File: src/rtl/bausp_pkg.sv
package bausp_pkg;

    // Bus and memory geometry
    localparam int DW       = 8;
    localparam int AW       = 6;
    localparam int RAW      = 5;
    localparam int RAM_WORDS = 32;
    localparam int BUF_DEPTH = 2;

    // Register offsets
    localparam logic [AW-1:0] ADDR_MODE    = 6'h00; // Serial mode register
    localparam logic [AW-1:0] ADDR_STATUS  = 6'h01; // Serial status register
    localparam logic [AW-1:0] ADDR_TRIG    = 6'h02; // Auto start/stop triggers
    localparam logic [AW-1:0] ADDR_ENDPTR  = 6'h03; // Buffer end pointer
    localparam logic [AW-1:0] ADDR_IVAL    = 6'h04; // Inter-byte interval
    localparam logic [AW-1:0] ADDR_SHIFT   = 6'h05; // Serial shift register
    localparam int            RAM_SEL_BIT  = 5;     // Set: buffer RAM window

    // Field positions
    localparam int MODE_EN_BIT    = 7;
    localparam int STB_EN_BIT     = 5;
    localparam int BUSY_EN_BIT    = 4;
    localparam int TSF_BIT        = 0;
    localparam int TRIG_START_BIT = 0;
    localparam int TRIG_STOP_BIT  = 1;

    // Reset values
    localparam logic [DW-1:0]  IVAL_RST   = 8'h00;
    localparam logic [RAW-1:0] ENDPTR_RST = 5'h00;

    // Strobe pulse length and its cycle count at the system clock
    localparam int CLK_MHZ   = 50;
    localparam int STROBE_NS = 100;
    localparam logic [8:0] STROBE_CYC =
        9'((STROBE_NS * CLK_MHZ + 999) / 1000);
    localparam logic [2:0] LAST_BIT = 3'h7;

    // Operating modes
    typedef enum logic [1:0] {
        BAUSP_SINGLE   = 2'h0,
        BAUSP_AUTO_TRX = 2'h1,
        BAUSP_AUTO_TX  = 2'h2,
        BAUSP_REPEAT   = 2'h3
    } bausp_mode_t;

    // Sequencer states, Gray from idle through to gap
    typedef enum logic [2:0] {
        ST_IDLE  = 3'h0,
        ST_FETCH = 3'h1,
        ST_LOAD  = 3'h3,
        ST_SHIFT = 3'h2,
        ST_STORE = 3'h6,
        ST_GAP   = 3'h7
    } bausp_state_t;

endpackage

File: src/rtl/bausp_ram_if.sv
interface bausp_ram_if;
    logic                      req;
    logic                      we;
    logic [bausp_pkg::RAW-1:0] addr;
    logic [bausp_pkg::DW-1:0]  wdata;
    logic                      gnt;
    logic [bausp_pkg::DW-1:0]  rdata;
    logic                      rvalid;

    modport unit (output req, we, addr, wdata, input gnt, rdata, rvalid);
    modport mem  (input req, we, addr, wdata, output gnt, rdata, rvalid);
endinterface

File: src/rtl/bausp_top.sv
// Summary of operation
// - Shift register write starts a byte only if enable was already set.
// - CPU buffer RAM accesses never wait; serial unit RAM accesses are delayed while CPU uses memory.
// - Auto transmit/receive stores each received byte, then gap, then fetches next.
// - Gap length comes from interval register plus strobe and busy enables.
// - CPU RAM collisions may delay the store before the gap and the fetch after it, not the gap.
// - Auto transmit-only runs the gap after each byte, then fetches next byte.
// - Repeat mode reads RAM after each byte; read follows the gap.
// - Sleep during a byte suspends the transfer.
// - Wake resumes the suspended byte from exactly where it stopped.
// - Strobe and busy enables still give a gap with interval zero.
// - Start and stop triggers self-clear at done of an auto transfer; stop acts only when the gap after a byte ends.
module bausp_top (
    // Clock and reset
    input  wire logic                     clk,
    input  wire logic                     rst,
    // Register port
    input  wire logic [bausp_pkg::AW-1:0] regAddr,
    input  wire logic [bausp_pkg::DW-1:0] regWdata,
    input  wire logic                     regWr,
    input  wire logic                     regRd,
    output logic      [bausp_pkg::DW-1:0] regRdata,
    // CPU state
    input  wire logic                     cpuSleep,
    // Serial link
    input  wire logic                     sckIn,
    input  wire logic                     serialIn,
    input  wire logic                     busyIn,
    output logic                          serialOut,
    output logic                          strobeOut,
    // Status
    output logic                          transferInProgress,
    output logic                          transferDone
);
    typedef struct packed {
        logic                      modeEn;
        bausp_pkg::bausp_mode_t    mode;
        logic                      stbEn;
        logic                      busyEn;
        logic                      tsf;
        logic                      trigStart;
        logic                      trigStop;
        logic [bausp_pkg::RAW-1:0] endPtr;
        logic [bausp_pkg::DW-1:0]  ival;
        logic [bausp_pkg::DW-1:0]  shifter;
        logic                      so;
        logic                      stb;
        logic                      done;
        logic [bausp_pkg::DW-1:0]  rdata;
        bausp_pkg::bausp_state_t   state;
        logic [2:0]                bitCnt;
        logic [bausp_pkg::RAW-1:0] idx;
        logic [8:0]                gapCnt;
        logic                      sckS1;
        logic                      sckS2;
        logic                      sckD;
        logic                      siS1;
        logic                      siS2;
        logic                      busyS1;
        logic                      busyS2;
    } bausp_st_t;

    bausp_st_t                s_r;
    bausp_st_t                s_nxt;
    logic                     sckRise;
    logic                     sckFall;
    logic                     ramWin;
    logic [bausp_pkg::DW-1:0] cpuRamRdata;
    logic                     bufInReady;
    logic                     bufOutValid;
    logic [bausp_pkg::DW-1:0] bufOutData;
    logic                     lastByte;
    logic                     gapOver;

    bausp_ram_if ramBus ();

    // Register address match
    function automatic logic hit(input logic [bausp_pkg::AW-1:0] a,
                                 input logic [bausp_pkg::AW-1:0] off);
        hit = a == off;
    endfunction

    // Gap length: interval plus strobe time when strobe enabled
    function automatic logic [8:0] gapLoad(input logic [7:0] iv,
                                           input logic       stbE);
        gapLoad = {1'b0, iv} + (stbE ? bausp_pkg::STROBE_CYC : 9'h000);
    endfunction

    // Link clock edges from the synchronised copy
    assign sckRise  = s_r.sckS2 & ~s_r.sckD;
    assign sckFall  = ~s_r.sckS2 & s_r.sckD;
    assign ramWin   = regAddr[bausp_pkg::RAM_SEL_BIT];
    assign lastByte = s_r.idx == s_r.endPtr;
    assign gapOver  = (s_r.gapCnt == 9'h000) & ~(s_r.busyEn & s_r.busyS2);

    // Serial unit requests on the buffer RAM
    assign ramBus.req   = (s_r.state == bausp_pkg::ST_FETCH & bufInReady)
                        | (s_r.state == bausp_pkg::ST_STORE
                           & s_r.mode == bausp_pkg::BAUSP_AUTO_TRX);
    assign ramBus.we    = s_r.state == bausp_pkg::ST_STORE;
    assign ramBus.addr  = s_r.idx;
    assign ramBus.wdata = s_r.shifter;

    // Outputs straight from state
    assign regRdata           = s_r.rdata;
    assign serialOut          = s_r.so;
    assign strobeOut          = s_r.stb;
    assign transferInProgress = s_r.tsf;
    assign transferDone       = s_r.done;

    // Buffer RAM, CPU side never waits
    bausp_ram u_ram (
        .clk      (clk),
        .rst      (rst),
        .cpuWe    (regWr & ramWin),
        .cpuRe    (regRd & ramWin),
        .cpuAddr  (regAddr[bausp_pkg::RAW-1:0]),
        .cpuWdata (regWdata),
        .cpuRdata (cpuRamRdata),
        .ser      (ramBus.mem)
    );

    // Two-entry buffer between RAM fetch and shifter
    bausp_buf u_buf (
        .clk      (clk),
        .rst      (rst),
        .inValid  (ramBus.rvalid),
        .inReady  (bufInReady),
        .inData   (ramBus.rdata),
        .outValid (bufOutValid),
        .outReady (s_r.state == bausp_pkg::ST_LOAD),
        .outData  (bufOutData)
    );

    // Next state: synchronisers, register port, sequencer
    always_comb
    begin
        s_nxt        = s_r;
        s_nxt.done   = 1'b0;
        s_nxt.sckS1  = sckIn;
        s_nxt.sckS2  = s_r.sckS1;
        s_nxt.sckD   = s_r.sckS2;
        s_nxt.siS1   = serialIn;
        s_nxt.siS2   = s_r.siS1;
        s_nxt.busyS1 = busyIn;
        s_nxt.busyS2 = s_r.busyS1;
        s_nxt.stb    = s_r.state == bausp_pkg::ST_GAP & s_r.stbEn
                     & (s_r.gapCnt > {1'b0, s_r.ival});

        // Register reads, data one cycle later
        if (regRd)
        begin
            if (ramWin)
                s_nxt.rdata = cpuRamRdata;
            else if (hit(regAddr, bausp_pkg::ADDR_MODE))
                s_nxt.rdata = {s_r.modeEn, 5'h00, s_r.mode};
            else if (hit(regAddr, bausp_pkg::ADDR_STATUS))
                s_nxt.rdata = {2'h0, s_r.stbEn, s_r.busyEn, 3'h0, s_r.tsf};
            else if (hit(regAddr, bausp_pkg::ADDR_TRIG))
                s_nxt.rdata = {6'h00, s_r.trigStop, s_r.trigStart};
            else if (hit(regAddr, bausp_pkg::ADDR_ENDPTR))
                s_nxt.rdata = {3'h0, s_r.endPtr};
            else if (hit(regAddr, bausp_pkg::ADDR_IVAL))
                s_nxt.rdata = s_r.ival;
            else if (hit(regAddr, bausp_pkg::ADDR_SHIFT))
                s_nxt.rdata = s_r.shifter;
            else
                s_nxt.rdata = 8'h00;
        end

        // Register writes
        if (regWr & ~ramWin)
        begin
            if (hit(regAddr, bausp_pkg::ADDR_MODE))
            begin
                s_nxt.modeEn = regWdata[bausp_pkg::MODE_EN_BIT];
                s_nxt.mode   = bausp_pkg::bausp_mode_t'(regWdata[1:0]);
            end
            else if (hit(regAddr, bausp_pkg::ADDR_STATUS))
            begin
                s_nxt.stbEn  = regWdata[bausp_pkg::STB_EN_BIT];
                s_nxt.busyEn = regWdata[bausp_pkg::BUSY_EN_BIT];
            end
            else if (hit(regAddr, bausp_pkg::ADDR_TRIG))
            begin
                // Stop is latched and honoured only when the gap after a byte ends
                if (s_r.tsf & regWdata[bausp_pkg::TRIG_STOP_BIT])
                    s_nxt.trigStop = 1'b1;
                if (regWdata[bausp_pkg::TRIG_START_BIT] & s_r.modeEn
                    & s_r.mode != bausp_pkg::BAUSP_SINGLE
                    & s_r.state == bausp_pkg::ST_IDLE)
                begin
                    s_nxt.trigStart = 1'b1;
                    s_nxt.tsf       = 1'b1;
                    s_nxt.idx       = '0;
                    s_nxt.state     = bausp_pkg::ST_FETCH;
                end
            end
            else if (hit(regAddr, bausp_pkg::ADDR_ENDPTR))
                s_nxt.endPtr = regWdata[bausp_pkg::RAW-1:0];
            else if (hit(regAddr, bausp_pkg::ADDR_IVAL))
                s_nxt.ival = regWdata;
            else if (hit(regAddr, bausp_pkg::ADDR_SHIFT))
            begin
                s_nxt.shifter = regWdata;
                // Starts only when enable was set beforehand
                if (s_r.modeEn & s_r.mode == bausp_pkg::BAUSP_SINGLE
                    & s_r.state == bausp_pkg::ST_IDLE)
                begin
                    s_nxt.tsf    = 1'b1;
                    s_nxt.so     = regWdata[bausp_pkg::DW-1];
                    s_nxt.bitCnt = 3'h0;
                    s_nxt.state  = bausp_pkg::ST_SHIFT;
                end
            end
        end

        // Transfer sequencer
        case (s_r.state)
            bausp_pkg::ST_FETCH:
            begin
                // Fetch waits on buffer room and on CPU priority
                if (ramBus.gnt)
                    s_nxt.state = bausp_pkg::ST_LOAD;
            end
            bausp_pkg::ST_LOAD:
            begin
                if (bufOutValid)
                begin
                    s_nxt.shifter = bufOutData;
                    s_nxt.so      = bufOutData[bausp_pkg::DW-1];
                    s_nxt.bitCnt  = 3'h0;
                    s_nxt.state   = bausp_pkg::ST_SHIFT;
                end
            end
            bausp_pkg::ST_SHIFT:
            begin
                // Sleep freezes shifter and count in place
                if (!cpuSleep)
                begin
                    if (sckFall)
                        s_nxt.so = s_r.shifter[bausp_pkg::DW-1];
                    if (sckRise)
                    begin
                        s_nxt.shifter = {s_r.shifter[bausp_pkg::DW-2:0],
                                         s_r.siS2};
                        s_nxt.bitCnt  = s_r.bitCnt + 3'h1;
                        if (s_r.bitCnt == bausp_pkg::LAST_BIT)
                        begin
                            if (s_r.mode == bausp_pkg::BAUSP_SINGLE)
                            begin
                                s_nxt.tsf   = 1'b0;
                                s_nxt.done  = 1'b1;
                                s_nxt.state = bausp_pkg::ST_IDLE;
                            end
                            else
                                s_nxt.state = bausp_pkg::ST_STORE;
                        end
                    end
                end
            end
            bausp_pkg::ST_STORE:
            begin
                // Received byte written back in transmit/receive mode; CPU access delays it
                if (s_r.mode != bausp_pkg::BAUSP_AUTO_TRX | ramBus.gnt)
                begin
                    s_nxt.gapCnt = gapLoad(s_r.ival, s_r.stbEn);
                    s_nxt.state  = bausp_pkg::ST_GAP;
                end
            end
            bausp_pkg::ST_GAP:
            begin
                // Count interval, then hold while peer busy
                if (s_r.gapCnt != 9'h000)
                    s_nxt.gapCnt = s_r.gapCnt - 9'h001;
                else if (gapOver)
                begin
                    if (s_r.trigStop | (lastByte
                        & s_r.mode != bausp_pkg::BAUSP_REPEAT))
                    begin
                        s_nxt.tsf       = 1'b0;
                        s_nxt.done      = 1'b1;
                        s_nxt.trigStart = 1'b0;
                        s_nxt.trigStop  = 1'b0;
                        s_nxt.state     = bausp_pkg::ST_IDLE;
                    end
                    else
                    begin
                        s_nxt.idx   = lastByte ? '0 : s_r.idx + 5'h01;
                        s_nxt.state = bausp_pkg::ST_FETCH;
                    end
                end
            end
            default:
            begin
            end
        endcase

        // Output idles low whenever no transfer runs
        if (!s_nxt.tsf)
            s_nxt.so = 1'b0;
    end

    always_ff @(posedge clk or posedge rst)
    begin
        if (rst)
        begin
            s_r        <= '0;
            s_r.ival   <= bausp_pkg::IVAL_RST;
            s_r.endPtr <= bausp_pkg::ENDPTR_RST;
            s_r.sckS1  <= 1'b1; // Link clock idles high, no false edge
            s_r.sckS2  <= 1'b1;
            s_r.sckD   <= 1'b1;
        end
        else
        begin
            s_r <= s_nxt;
        end
    end
endmodule // bausp_top

File: src/rtl/bausp_ram.sv
module bausp_ram (
    // Clock and reset
    input  wire logic                      clk,
    input  wire logic                      rst,
    // CPU port, served at once
    input  wire logic                      cpuWe,
    input  wire logic                      cpuRe,
    input  wire logic [bausp_pkg::RAW-1:0] cpuAddr,
    input  wire logic [bausp_pkg::DW-1:0]  cpuWdata,
    output logic      [bausp_pkg::DW-1:0]  cpuRdata,
    // Serial unit port
    bausp_ram_if.mem                       ser
);
    typedef struct packed {
        logic [bausp_pkg::DW-1:0] rdata;
        logic                     rvalid;
    } bausp_ram_st_t;

    logic [bausp_pkg::DW-1:0] mem [bausp_pkg::RAM_WORDS];
    bausp_ram_st_t            s_r;
    bausp_ram_st_t            s_nxt;
    logic                     cpuAct;

    // CPU wins a same-cycle conflict, serial access waits
    assign cpuAct    = cpuWe | cpuRe;
    assign ser.gnt   = ser.req & ~cpuAct;
    assign cpuRdata  = mem[cpuAddr];
    assign ser.rdata = s_r.rdata;
    assign ser.rvalid = s_r.rvalid;

    // Serial read data one cycle after grant
    always_comb
    begin
        s_nxt        = s_r;
        s_nxt.rvalid = ser.gnt & ~ser.we;
        if (ser.gnt & ~ser.we)
        begin
            s_nxt.rdata = mem[ser.addr];
        end
    end

    always_ff @(posedge clk or posedge rst)
    begin
        if (rst)
        begin
            s_r <= '0;
        end
        else
        begin
            s_r <= s_nxt;
        end
    end

    // Array writes, no reset on storage
    always_ff @(posedge clk)
    begin
        if (cpuWe)
        begin
            mem[cpuAddr] <= cpuWdata;
        end
        else if (ser.gnt & ser.we)
        begin
            mem[ser.addr] <= ser.wdata;
        end
    end
endmodule // bausp_ram

File: src/rtl/bausp_buf.sv
module bausp_buf (
    // Clock and reset
    input  wire logic                     clk,
    input  wire logic                     rst,
    // Filling side
    input  wire logic                     inValid,
    output logic                          inReady,
    input  wire logic [bausp_pkg::DW-1:0] inData,
    // Draining side
    output logic                          outValid,
    input  wire logic                     outReady,
    output logic      [bausp_pkg::DW-1:0] outData
);
    typedef struct packed {
        logic [bausp_pkg::BUF_DEPTH-1:0][bausp_pkg::DW-1:0] data;
        logic [1:0]                                          count;
        logic                                                wrPtr;
        logic                                                rdPtr;
    } bausp_buf_st_t;

    bausp_buf_st_t s_r;
    bausp_buf_st_t s_nxt;
    logic          push;
    logic          pop;

    // Honest full and empty flags
    assign inReady  = s_r.count != 2'h2;
    assign outValid = s_r.count != 2'h0;
    assign outData  = s_r.data[s_r.rdPtr];
    assign push     = inValid & inReady;
    assign pop      = outValid & outReady;

    always_comb
    begin
        s_nxt = s_r;
        if (push)
        begin
            s_nxt.data[s_r.wrPtr] = inData;
            s_nxt.wrPtr           = ~s_r.wrPtr;
        end
        if (pop)
        begin
            s_nxt.rdPtr = ~s_r.rdPtr;
        end
        s_nxt.count = s_r.count + {1'b0, push} - {1'b0, pop};
    end

    always_ff @(posedge clk or posedge rst)
    begin
        if (rst)
        begin
            s_r <= '0;
        end
        else
        begin
            s_r <= s_nxt;
        end
    end
endmodule // bausp_buf

File: config.mk
export PLATFORM = sky130hd
export DESIGN_NAME = bausp_top
export DESIGN_NICKNAME = d
export VERILOG_FILES = /design/src/rtl/bausp_pkg.sv /design/src/rtl/bausp_ram_if.sv /design/src/rtl/bausp_top.sv /design/src/rtl/bausp_ram.sv /design/src/rtl/bausp_buf.sv
export SDC_FILE = /design/constraint.sdc
export NUM_CORES = 1
export LEC_CHECK = 0
export CORE_MARGIN = 2
export CORE_UTILIZATION = 45
export DETAILED_ROUTE_END_ITERATION = 10
export DONT_BUFFER_PORTS = 1
export PLACE_DENSITY_LB_ADDON = 0.08
export SYNTH_ARGS = -nofsm -noshare
export SYNTH_HDL_FRONTEND = slang
export SYNTH_SLANG_ARGS = --single-unit
File: constraint.sdc
create_clock -name clk -period 6.4 [get_ports clk]
set_input_delay 0.32 -clock clk [delete_from_list [all_inputs] [get_ports clk]]
set_output_delay 0.32 -clock clk [all_outputs]
set_load 0.02 [all_outputs]
==> flow_summary.toml, run 1 <==
[global_route]
grt_pass1_wl_mm = 75.0
gr-total-overflow = 0
grt_max_degree = 74
grt_pass1_vias = 10726
grtUsageTotal = 0.256
grt_antenna_before_repair = 2

[logic_synthesis]
netlist.area_leader.share = 0.441
synth_edf_count = 256
synth_fp_nets = 1201
avgSynthCellArea_um2 = 15.0
synth_simple_gate_area_frac = 0.0735
synth_cell_type_count = 71
synthTopCellsByCount = "256 x edfxtp_1, 125 x mux4_2, 93 x dfrtp_1, 84 x nand2_1, 69 x nor2_1"
yosys-top-cells-area = "edfxtp_1 44%, mux4_2 16%, dfrtp_1 13%"
synth_compound_area_frac = 0.0780
post-synth-top-area-cell = "edfxtp_1"
ys_seq_area_frac = 0.580
synthMuxAreaShare = 0.214
yosys_warnings = 0
dominantRegCellSynth = "edfxtp_1"
synth-xor-area-share = 0.00754
syn_inst = 1162
syn_area_mm2 = 0.0174
yosysMostFrequentCell = "edfxtp_1"
synth_top_family_by_area = "multiplexers"
async_flop_share = 0.273
synthAdderAreaFrac = 0.0122
ys_ff_latch = 352

[setup_path]
setup.worst_path.class = "register to register"
crit_slowest_cell = "nor2_1"
crit_chain = "nor2b_1 > buf_4 > a31oi_1 > nor2_1"
critPathLaunchType = "register"
cp.required_ns = 6.57
critPathBufInv = 1
cp-startpoint = "ramBus.addr[2]"
critical_path_arrival_ns = 3.25
cpPeakStageDelay_ns = 0.80
critical_path.top_delay_family = "simple AND/OR/NAND/NOR gates"
cp_max_fo = 16
worstReg2RegStart = "ramBus.addr[2]"
worstSetupEndpointType = "register"

[finish]
layout-area-overhead-vs-synth_pct = 9.72
fillCellCount = 3292
nNetsFinal = 1185
finalInstanceArea_mm2 = 0.0191
drive_above_1_share = 0.219

[route]
routed_wl_mm = 50.9
dr_total_vias = 10821
first_iter_violations = 1271
remaining_drc_errors = 0
vias_per_cell = 6.39
wl_per_cell_um = 30.0
ant_nets = 0
first_pass_iters = 5

[clocking]
cts_tree = "yes"
cts_resized = 0
clk_latency_ns = 0.56
clockBufferDepth = 3
hold_buffers = 15
numCtsBuffers = 40
cts_sinks = 352
cts_setup_buffers = 0
clockRootBuffer = "clkbuf_16"
cts_max_level = 2
clk_pin_slew_worst_paths_ns = 0.06

[floorplan]
coreArea_mm2 = 0.0385
io_pins = 34
start_util = 0.453
rows = 72
dieArea_mm2 = 0.0403
dieWidth_um = 201
fp.dieH_um = 201

[placed_design]
io_buffer_count = 0
hpwlAfterDp_mm = 33.8
placed_area_mm2 = 0.0177
gp_congestion = 0.912
dp_slack_ns = 3.31

[flow_run]
max_cap_violations = 0

[timing]
finalClockSkew_ns = 0.0198
period_minus_slack_ns = 3.08
layout_setup_ws_ns = 3.32
worst_pin_slew_ns = 1.09
fin_crit_sh = 0.482
hold_violations = 0
setup_tns_ns = 0
fmax_ghz = 0.324
finalSetupViolations = 0
max_slew_margin = 0.273
drv_slew = 0
rsz0062_at_grt = "false"

[min_path]
hp-class = "primary input to register"
hold_path.startpoint = "regWdata[1]"

[power_and_ir_drop]
finalPower_w = 0.00617
p_per_area_mw_per_mm2 = 323
irDropWorstVdd_mv = 0.156
p_leak_nw = 6.64

[outcome]
status = "completed"
## metrics by stage
stage,utilization,hold WS (ns),std cells
floorplan,-,0.324,1162
global placement,0.460,0.274,1607
detailed placement,0.460,0.278,1607
CTS,0.497,0.00933,1693
global route,0.497,0.0137,1694
finish,0.497,0.0193,1694
## placed cells by master, fill, tap and decap left out, drive strengths merged, types with 6 or more instances in the layout
cell type	synthesis	routed
edfxtp	256	256
o22ai	9	9
xnor2	9	9
a21oi	38	38
dfrtp	93	93
mux2i	43	43
nor3	13	13
inv	24	25
o21ai	37	37
and3	9	9
nor2	69	69
mux2	36	36
nor3b	7	7
nor4	7	7
nand2b	7	7
mux4	128	128
nand2	84	84
and2	12	12
ha	17	17
clkbuf	25	51
nand4	6	6
nor2b	9	9
dlygate4sd3	0	15
xor2	6	6
buf	62	14
nand3	17	17
a2111oi	6	6
a22oi	34	34
a31oi	14	14
clkinv	0	15
o221ai	6	6
a22o	11	11
## area by class of cell
class                   count  area, um^2  area share
clock buffers              51        1080      0.0567
clock inverters            20         176     0.00923
repair buffers             29         255      0.0134
multi-input cells         699        6750       0.353
flip-flops and latches    352       10100       0.529
diodes                      1        2.50    0.000131
well taps                 518         648      0.0339
inverters                  24        92.6     0.00485
## layer usage
metal / share of wire / global-route usage / vias to the layer above
li1: - / - / 4594
met1: 0.43 / 0.363 / 5595
met2: 0.46 / 0.391 / 550
met3: 0.084 / 0.0575 / 82
met4: 0.032 / 0.0929 / 0
met5: 0 / 0 / -
## path summary, 6_finish.rpt
path | to | slack, ns | depth (start not counted)
worst max-delay path | u_ram.mem[26][1] | 3.32 | 4
worst min-delay path | ramBus.wdata[1] | 0.02 | 2
worst max register to register | u_ram.mem[26][1] | 3.32 | 4
worst min register to register | s_r[0] | 0.36 | 0
max in group asynchronous | ramBus.addr[1] | 4.82 | 3
min in group asynchronous | s_nxt[2] | 0.31 | 2
## logic make-up (layout without fill, tap and decap cells)
logic type / after synthesis / count (layout)
other cells: 0 / 1
fa+ha+maj: 17 / 17
mux: 207 / 207
compound gates: 199 / 199
flops: 352 / 352
xor+xnor: 15 / 15
buf+inv: 111 / 124
simple gates: 261 / 261
## flip-flops by register name (all words and copies together), names as in the netlist
signal,cells
s_nxt,4
regRdata,8
u_ram.ser.rvalid,1
serialOut,1
u_buf.s_r,20
s_r,38
transferDone,1
ramBus.wdata,8
transferInProgress,1
strobeOut,1
u_ram.mem,256
u_ram.ser.rdata,8
ramBus.addr,5
## report_power, final
part / internal, W / total (W) / switching [W]
Combinational: 0.000536 / 0.00103 / 0.000498
Sequential: 0.00259 / 0.00289 / 0.000293
Clock: 0.00132 / 0.00225 / 0.000930
Total: 0.00445 / 0.00617 / 0.00172
## worst register-to-register path: stages (launching register included)
cell and delay (ns):
dfrtp_1 0.65, nor2b_1 0.75, buf_4 0.30, a31oi_1 0.20, nor2_1 0.80
(Power assumes the default switching activity.)
==> run 2, diff against run 1 <==
==> constraint.sdc (replaced) <==
create_clock -name clk -period 2.59 [get_ports clk]
set_input_delay 0.1295 -clock clk [delete_from_list [all_inputs] [get_ports clk]]
set_output_delay 0.1295 -clock clk [all_outputs]
set_load 0.02 [all_outputs]
==> run 2 against run 1 <==
  * Global-route usage is 0.34 points higher
  * Fmax up 27%
  * Sequential share of layout area decreased by 2.1 points
  * Register-to-register slack got worse by 3.2 ns
  * Combinational power rose to 3.0 times the previous value
  * Via count grew 3.3%
  * Setup slack got worse by 3.2 ns
  * Total power rose to 2.5 times the previous value
  * Flip-flop and latch count did not move
  * Critical path type unchanged
  * Largest cell class unchanged
  * Largest power group unchanged
==> flow_summary.toml, run 2 (synthesized netlist as in run 1, its figures left out) <==
[outcome]
status = "completed"

[route]
first_pass_iters = 5
remaining_drc_errors = 0
routed_wl_mm = 51.3
first_iter_violations = 1169
vias_per_cell = 6.28
ant_nets = 0
dr_total_vias = 11181
wl_per_cell_um = 28.8

[floorplan]
dieWidth_um = 201
coreArea_mm2 = 0.0385
io_pins = 34
dieArea_mm2 = 0.0403
fp.dieH_um = 201
start_util = 0.453
rows = 72

[clocking]
cts_tree = "yes"
clk_pin_slew_worst_paths_ns = 0.06
cts_max_level = 2
clockRootBuffer = "clkbuf_16"
clockBufferDepth = 3
cts_sinks = 352
numCtsBuffers = 41
clk_latency_ns = 0.56

[global_route]
grt_pass1_vias = 11126
grt_util_met3 = 0.0451
gr-total-overflow = 0
grt_antenna_before_repair = 1
groute.layer.met1.usage = 0.362
busiest_layer = "met2"
grt_max_degree = 74
grtUsageTotal = 0.259
grt_pass1_wl_mm = 76.4
met2_usage = 0.421

[timing]
hold_violations = 0
finalSetupViolations = 0
drv_slew = 0
setup_tns_ns = 0
period_minus_slack_ns = 2.43
worst_pin_slew_ns = 0.810
max_slew_margin = 0.458
fmax_ghz = 0.411
rsz0062_at_grt = "false"
fin_crit_sh = 0.940
finalClockSkew_ns = 0.0237

[finish]
regMostFlops = "u_ram.mem"
final_cell_mix = "256 x edfxtp_1, 125 x mux4_2, 91 x dfrtp_1"
final_common_cell = "edfxtp_1"
instances_no_fill = 1780
reg_top3 = "u_ram.mem (256), s_r (38), u_buf.s_r (20)"
num_antenna_cells = 0
drive_above_1_share = 0.260
largest_reg_flops = 256
nNetsFinal = 1269
layout-area-overhead-vs-synth_pct = 14.3

[power_and_ir_drop]
internal_power_w = 0.0114
pwr-share-comb = 0.194
p_sw_w = 0.00425
finalPower_w = 0.0156
p_leak_nw = 7.11
p_sw_frac = 0.272
p_seq_frac = 0.439
p_per_area_mw_per_mm2 = 785
irDropWorstVdd_mv = 0.376
p_clk_frac = 0.367

[placed_design]
place_inst = 1680
io_buffer_count = 0
gp_congestion = 0.916
hpwlAfterDp_mm = 33.2

[setup_path]
setup.worst_path.class = "register to register"
critPathLaunchType = "register"
cp.required_ns = 2.78
cp_max_fo = 8
critical_path_arrival_ns = 2.62
worstSetupEndpointType = "register"

[flow_run]
max_cap_violations = 0

[min_path]
hp-class = "primary input to register"
[run 2: cell types whose count changed in the layout (fill, tap and decap cells not counted), moves of 3 or more]
cell	previous run	this run
buf_12	0	8
buf_4	14	79
clkbuf_1	8	12
clkbuf_16	41	44
clkinv_2	9	6
dlygate4sd3_1	15	24
nand2_1	79	84
nand2_2	5	0
[run 2: critical path, stage by stage, from the launching register on]
cell and delay, ns:
dfrtp_1 0.37, nor3b_1 0.30, and3_1 0.43, buf_4 0.22
mux2i_1 0.12, nor2_1 0.62
[run 2: power groups by stage]
stage | clock, W | combinational [W] | sequential (W)
after global placement | 0 | 0.00289 | 0.00701
after CTS | 0.00585 | 0.00298 | 0.00691
after floorplan | 0 | 0.00236 | 0.00671
after global routing | 0.00608 | 0.00330 | 0.00691
final | 0.00573 | 0.00304 | 0.00686
after detailed placement | 0 | 0.00291 | 0.00701
[run 2: worst paths after layout]
path,start,to,slack [ns],depth (start not counted)
max in group asynchronous,rst,s_r[2],1.86,3
min reg2reg,s_nxt[2],s_r[2],0.36,0
max reg2reg,s_r[24],u_ram.mem[12][1],0.16,5
min in group asynchronous,rst,s_nxt[5],0.15,2
min,regAddr[5],regRdata[5],0.04,3
max,s_r[24],u_ram.mem[12][1],0.16,5
[run 2: layout make-up]
| type | count | area, um^2 |
|---|---|---|
| inverters | 24 | 93.8 |
| well taps | 518 | 648 |
| fillers | 3244 | 18600 |
| clock inverters | 17 | 169 |
| clock buffers | 58 | 1160 |
| repair buffers | 112 | 1020 |
| flip-flops and latches | 352 | 10100 |
| multi-input cells | 699 | 6720 |
[run 2: per-stage QoR]
step,worst slack [ns],cell area (um^2),utilization,hold slack [ns]
2_1_floorplan,0.296,17400,-,0.134
3_3_place_gp,0.0803,18300,0.476,-0.0703
3_5_place_dp,0.0579,18300,0.476,-0.0689
4_1_cts,0.0353,19900,0.517,0.00224
5_1_grt,0.00926,19900,0.518,0.0452
6_report,0.155,19900,0.518,0.0369
[run 2: metal layers]
| layer | wire, um | vias to the layer above |
|---|---|---|
| met5 | 18 | - |
| met4 | 1210 | 2 |
| met3 | 4450 | 77 |
| met2 | 24800 | 523 |
| met1 | 20800 | 5798 |
| li1 | - | 4781 |
[run 2: what timing repair did]
action	4_1_cts	5_1_grt
hold endpoints to repair	140	0
hold buffers	24	0
setup endpoints to repair	0	20
buffers inserted	0	1
gates resized for setup	0	2
==> run 3, diff against run 2 <==
--- a/config.mk
+++ b/config.mk
@@ -6,9 +6,10 @@
 export NUM_CORES = 1
 export LEC_CHECK = 0
 export CORE_MARGIN = 2
-export CORE_UTILIZATION = 45
+export CORE_UTILIZATION = 58
 export DETAILED_ROUTE_END_ITERATION = 10
 export DONT_BUFFER_PORTS = 1
+export MAX_ROUTING_LAYER = met4
 export PLACE_DENSITY_LB_ADDON = 0.08
 export SYNTH_ARGS = -nofsm -noshare
 export SYNTH_HDL_FRONTEND = slang
==> run 3 against run 2 <==
  * Global-route usage rose by 7.6 points
  * Non-clock buffer count increased by 10
  * Routed wire length down 3.6%
  * First-iteration DRC count grew 16%
  * Core utilization increased by 15 points
  * Sequential share of layout area rose by 0.51 points
==> flow_summary.toml, run 3 (synthesized netlist as in run 1, its figures left out) <==
[placed_design]
io_buffer_count = 0
gp_congestion = 0.975
hpwlAfterDp_mm = 32.3

[finish]
num_antenna_cells = 0
final_cell_mix = "256 x edfxtp_1, 125 x mux4_2, 92 x buf_4"
final_util = 0.665
drive_above_1_share = 0.266
nNetsFinal = 1276
reg_top3 = "u_ram.mem (256), s_r (38), u_buf.s_r (20)"
layout-area-overhead-vs-synth_pct = 13.2
fillCellCount = 2101
final_common_cell = "edfxtp_1"
largest_reg_flops = 256
regMostFlops = "u_ram.mem"

[floorplan]
coreArea_mm2 = 0.0296
dieWidth_um = 177
dieArea_mm2 = 0.0314
fp.dieH_um = 177
rows = 63
start_util = 0.588
io_pins = 34

[power_and_ir_drop]
p_clk_frac = 0.356
finalPower_w = 0.0155
internal_power_w = 0.0113
pwr-share-comb = 0.204
p_sw_frac = 0.271
p_seq_frac = 0.440
p_per_area_mw_per_mm2 = 785
p_leak_nw = 7.12
p_sw_w = 0.00420
irDropWorstVdd_mv = 0.594

[route]
first_pass_iters = 8
routedLengthMet1_mm = 19.1
dr_total_vias = 11472
top_layer = "met4"
routed_wl_mm = 49.5
wl_per_cell_um = 29.9
wl_met3_mm = 5.20
first_iter_violations = 1355
ant_nets = 0
remaining_drc_errors = 0
met2_wirelength_mm = 23.2
vias_per_cell = 6.93

[timing]
hold_violations = 0
finalSetupViolations = 0
max_slew_margin = 0.412
period_minus_slack_ns = 2.51
holdWs_ns = 0.0152
worst_pin_slew_ns = 0.879
rsz0062_at_grt = "false"
setup_tns_ns = 0
finalClockSkew_ns = 0.0127
fmax_ghz = 0.399
drv_slew = 0
fin_crit_sh = 0.968

[setup_path]
critical_path_arrival_ns = 2.91
crit_chain = "buf_12 > buf_4 > mux4_2 > a22oi_1 > a21oi_1 > o21ai_1 > nand2_1"
worstSetupEndpointType = "register"
cp-startpoint = "ramBus.addr[0]"
cpPeakStageDelay_ns = 0.53
cp.required_ns = 2.99
critPathLaunchType = "register"
cp_max_fo = 16
critical_path.top_delay_family = "compound AO/OA/AOI/OAI gates"
worstReg2RegStart = "ramBus.addr[0]"
critPathBufInv = 2
crit_slowest_cell = "dfrtp_4"
setup.worst_path.class = "register to register"

[clocking]
cts_sinks = 352
clockRootBuffer = "clkbuf_16"
clk_pin_slew_worst_paths_ns = 0.06
cts_tree = "yes"
numCtsBuffers = 38
cts_max_level = 2
clk_latency_ns = 0.53
clockBufferDepth = 3

[min_path]
hold_path.startpoint = "regAddr[4]"
hp-class = "primary input to register"

[global_route]
grt_max_degree = 74
grt_pass1_vias = 11299
grt_antenna_before_repair = 0
gr-total-overflow = 0
grtUsageTotal = 0.335
grt_pass1_wl_mm = 74.0

[outcome]
status = "completed"

[flow_run]
max_cap_violations = 0
-- run 3: changes by cell type in the layout (fill, tap and decap cells not counted) --
cell       change
clkbuf_16      -5
clkinv_2       -1
nor2_1         -2
clkbuf_8       +2
dfrtp_4        -1
buf_4         +13
clkinv_4       -2
clkbuf_1       -4
dfrtp_2        +1
clkinv_1       +1
nor2_2         +2
bufinv_16      +1
buf_12         -2
-- run 3: area by class of cell --
class                      count  area (um^2)  share of cell area
clock buffer                  52         1070              0.0545
clock inverter                16          180             0.00914
inverter                      24         93.8             0.00476
multi-input combinational    699         6730               0.341
sequential                   352        10100               0.512
tap                          390          488              0.0248
timing repair buffer         122         1050              0.0533
-- run 3: stage by stage --
step | cell area [um^2] | setup slack, ns | instances
2_1_floorplan | 17400 | 0.296 | 1162
4_1_cts | 19700 | 0.0346 | 1655
3_3_place_gp | 18200 | 0.0355 | 1563
5_1_grt | 19700 | 0.0135 | 1655
6_report | 19700 | 0.0821 | 1655
3_5_place_dp | 18200 | 0.0115 | 1563
-- run 3: final timing paths --
kind                                       to  cells past startpoint  slack (ns)
setup / recovery           u_ram.ser.rdata[0]                      7        0.08
hold / removal                    regRdata[7]                      3        0.02
setup reg to reg           u_ram.ser.rdata[0]                      7        0.08
hold reg to reg                        s_r[0]                      0        0.36
max in group asynchronous             s_r[14]                      3        1.52
min in group asynchronous        u_buf.s_r[2]                      2        0.27
-- run 3: power groups by stage --
| stage | registers [W] | logic [W] | clock network, W |
|---|---|---|---|
| 4_1_cts | 0.00680 | 0.00314 | 0.00557 |
| 2_1_floorplan | 0.00671 | 0.00236 | 0 |
| 5_1_grt | 0.00684 | 0.00341 | 0.00580 |
| 6_report | 0.00681 | 0.00315 | 0.00551 |
| 3_3_place_gp | 0.00690 | 0.00302 | 0 |
| 3_5_place_dp | 0.00691 | 0.00306 | 0 |
-- run 3: what timing repair did --
item,in CTS,in global routing
endpoints found under the setup margin,6,24
setup buffers,0,0
gates resized for setup,1,3
hold buffers,24,0
endpoints found under the hold margin,71,0
-- run 3: routing by layer --
layer,vias to the layer above,track usage
met1,5870,0.454
met4,0,0.127
met5,-,-
li1,4770,-
met3,113,0.0621
met2,719,0.512
-- run 3: worst register-to-register path, delay by kind of cell (launching register included) --
| kind | cells | cell delay (ns) |
|---|---|---|
| AOI/OAI and AO/OA | 3 | 0.89 |
| buffers and inverters | 2 | 0.38 |
| DFF | 1 | 0.53 |
| muxes | 1 | 0.50 |
| and+or+nand+nor | 1 | 0.09 |
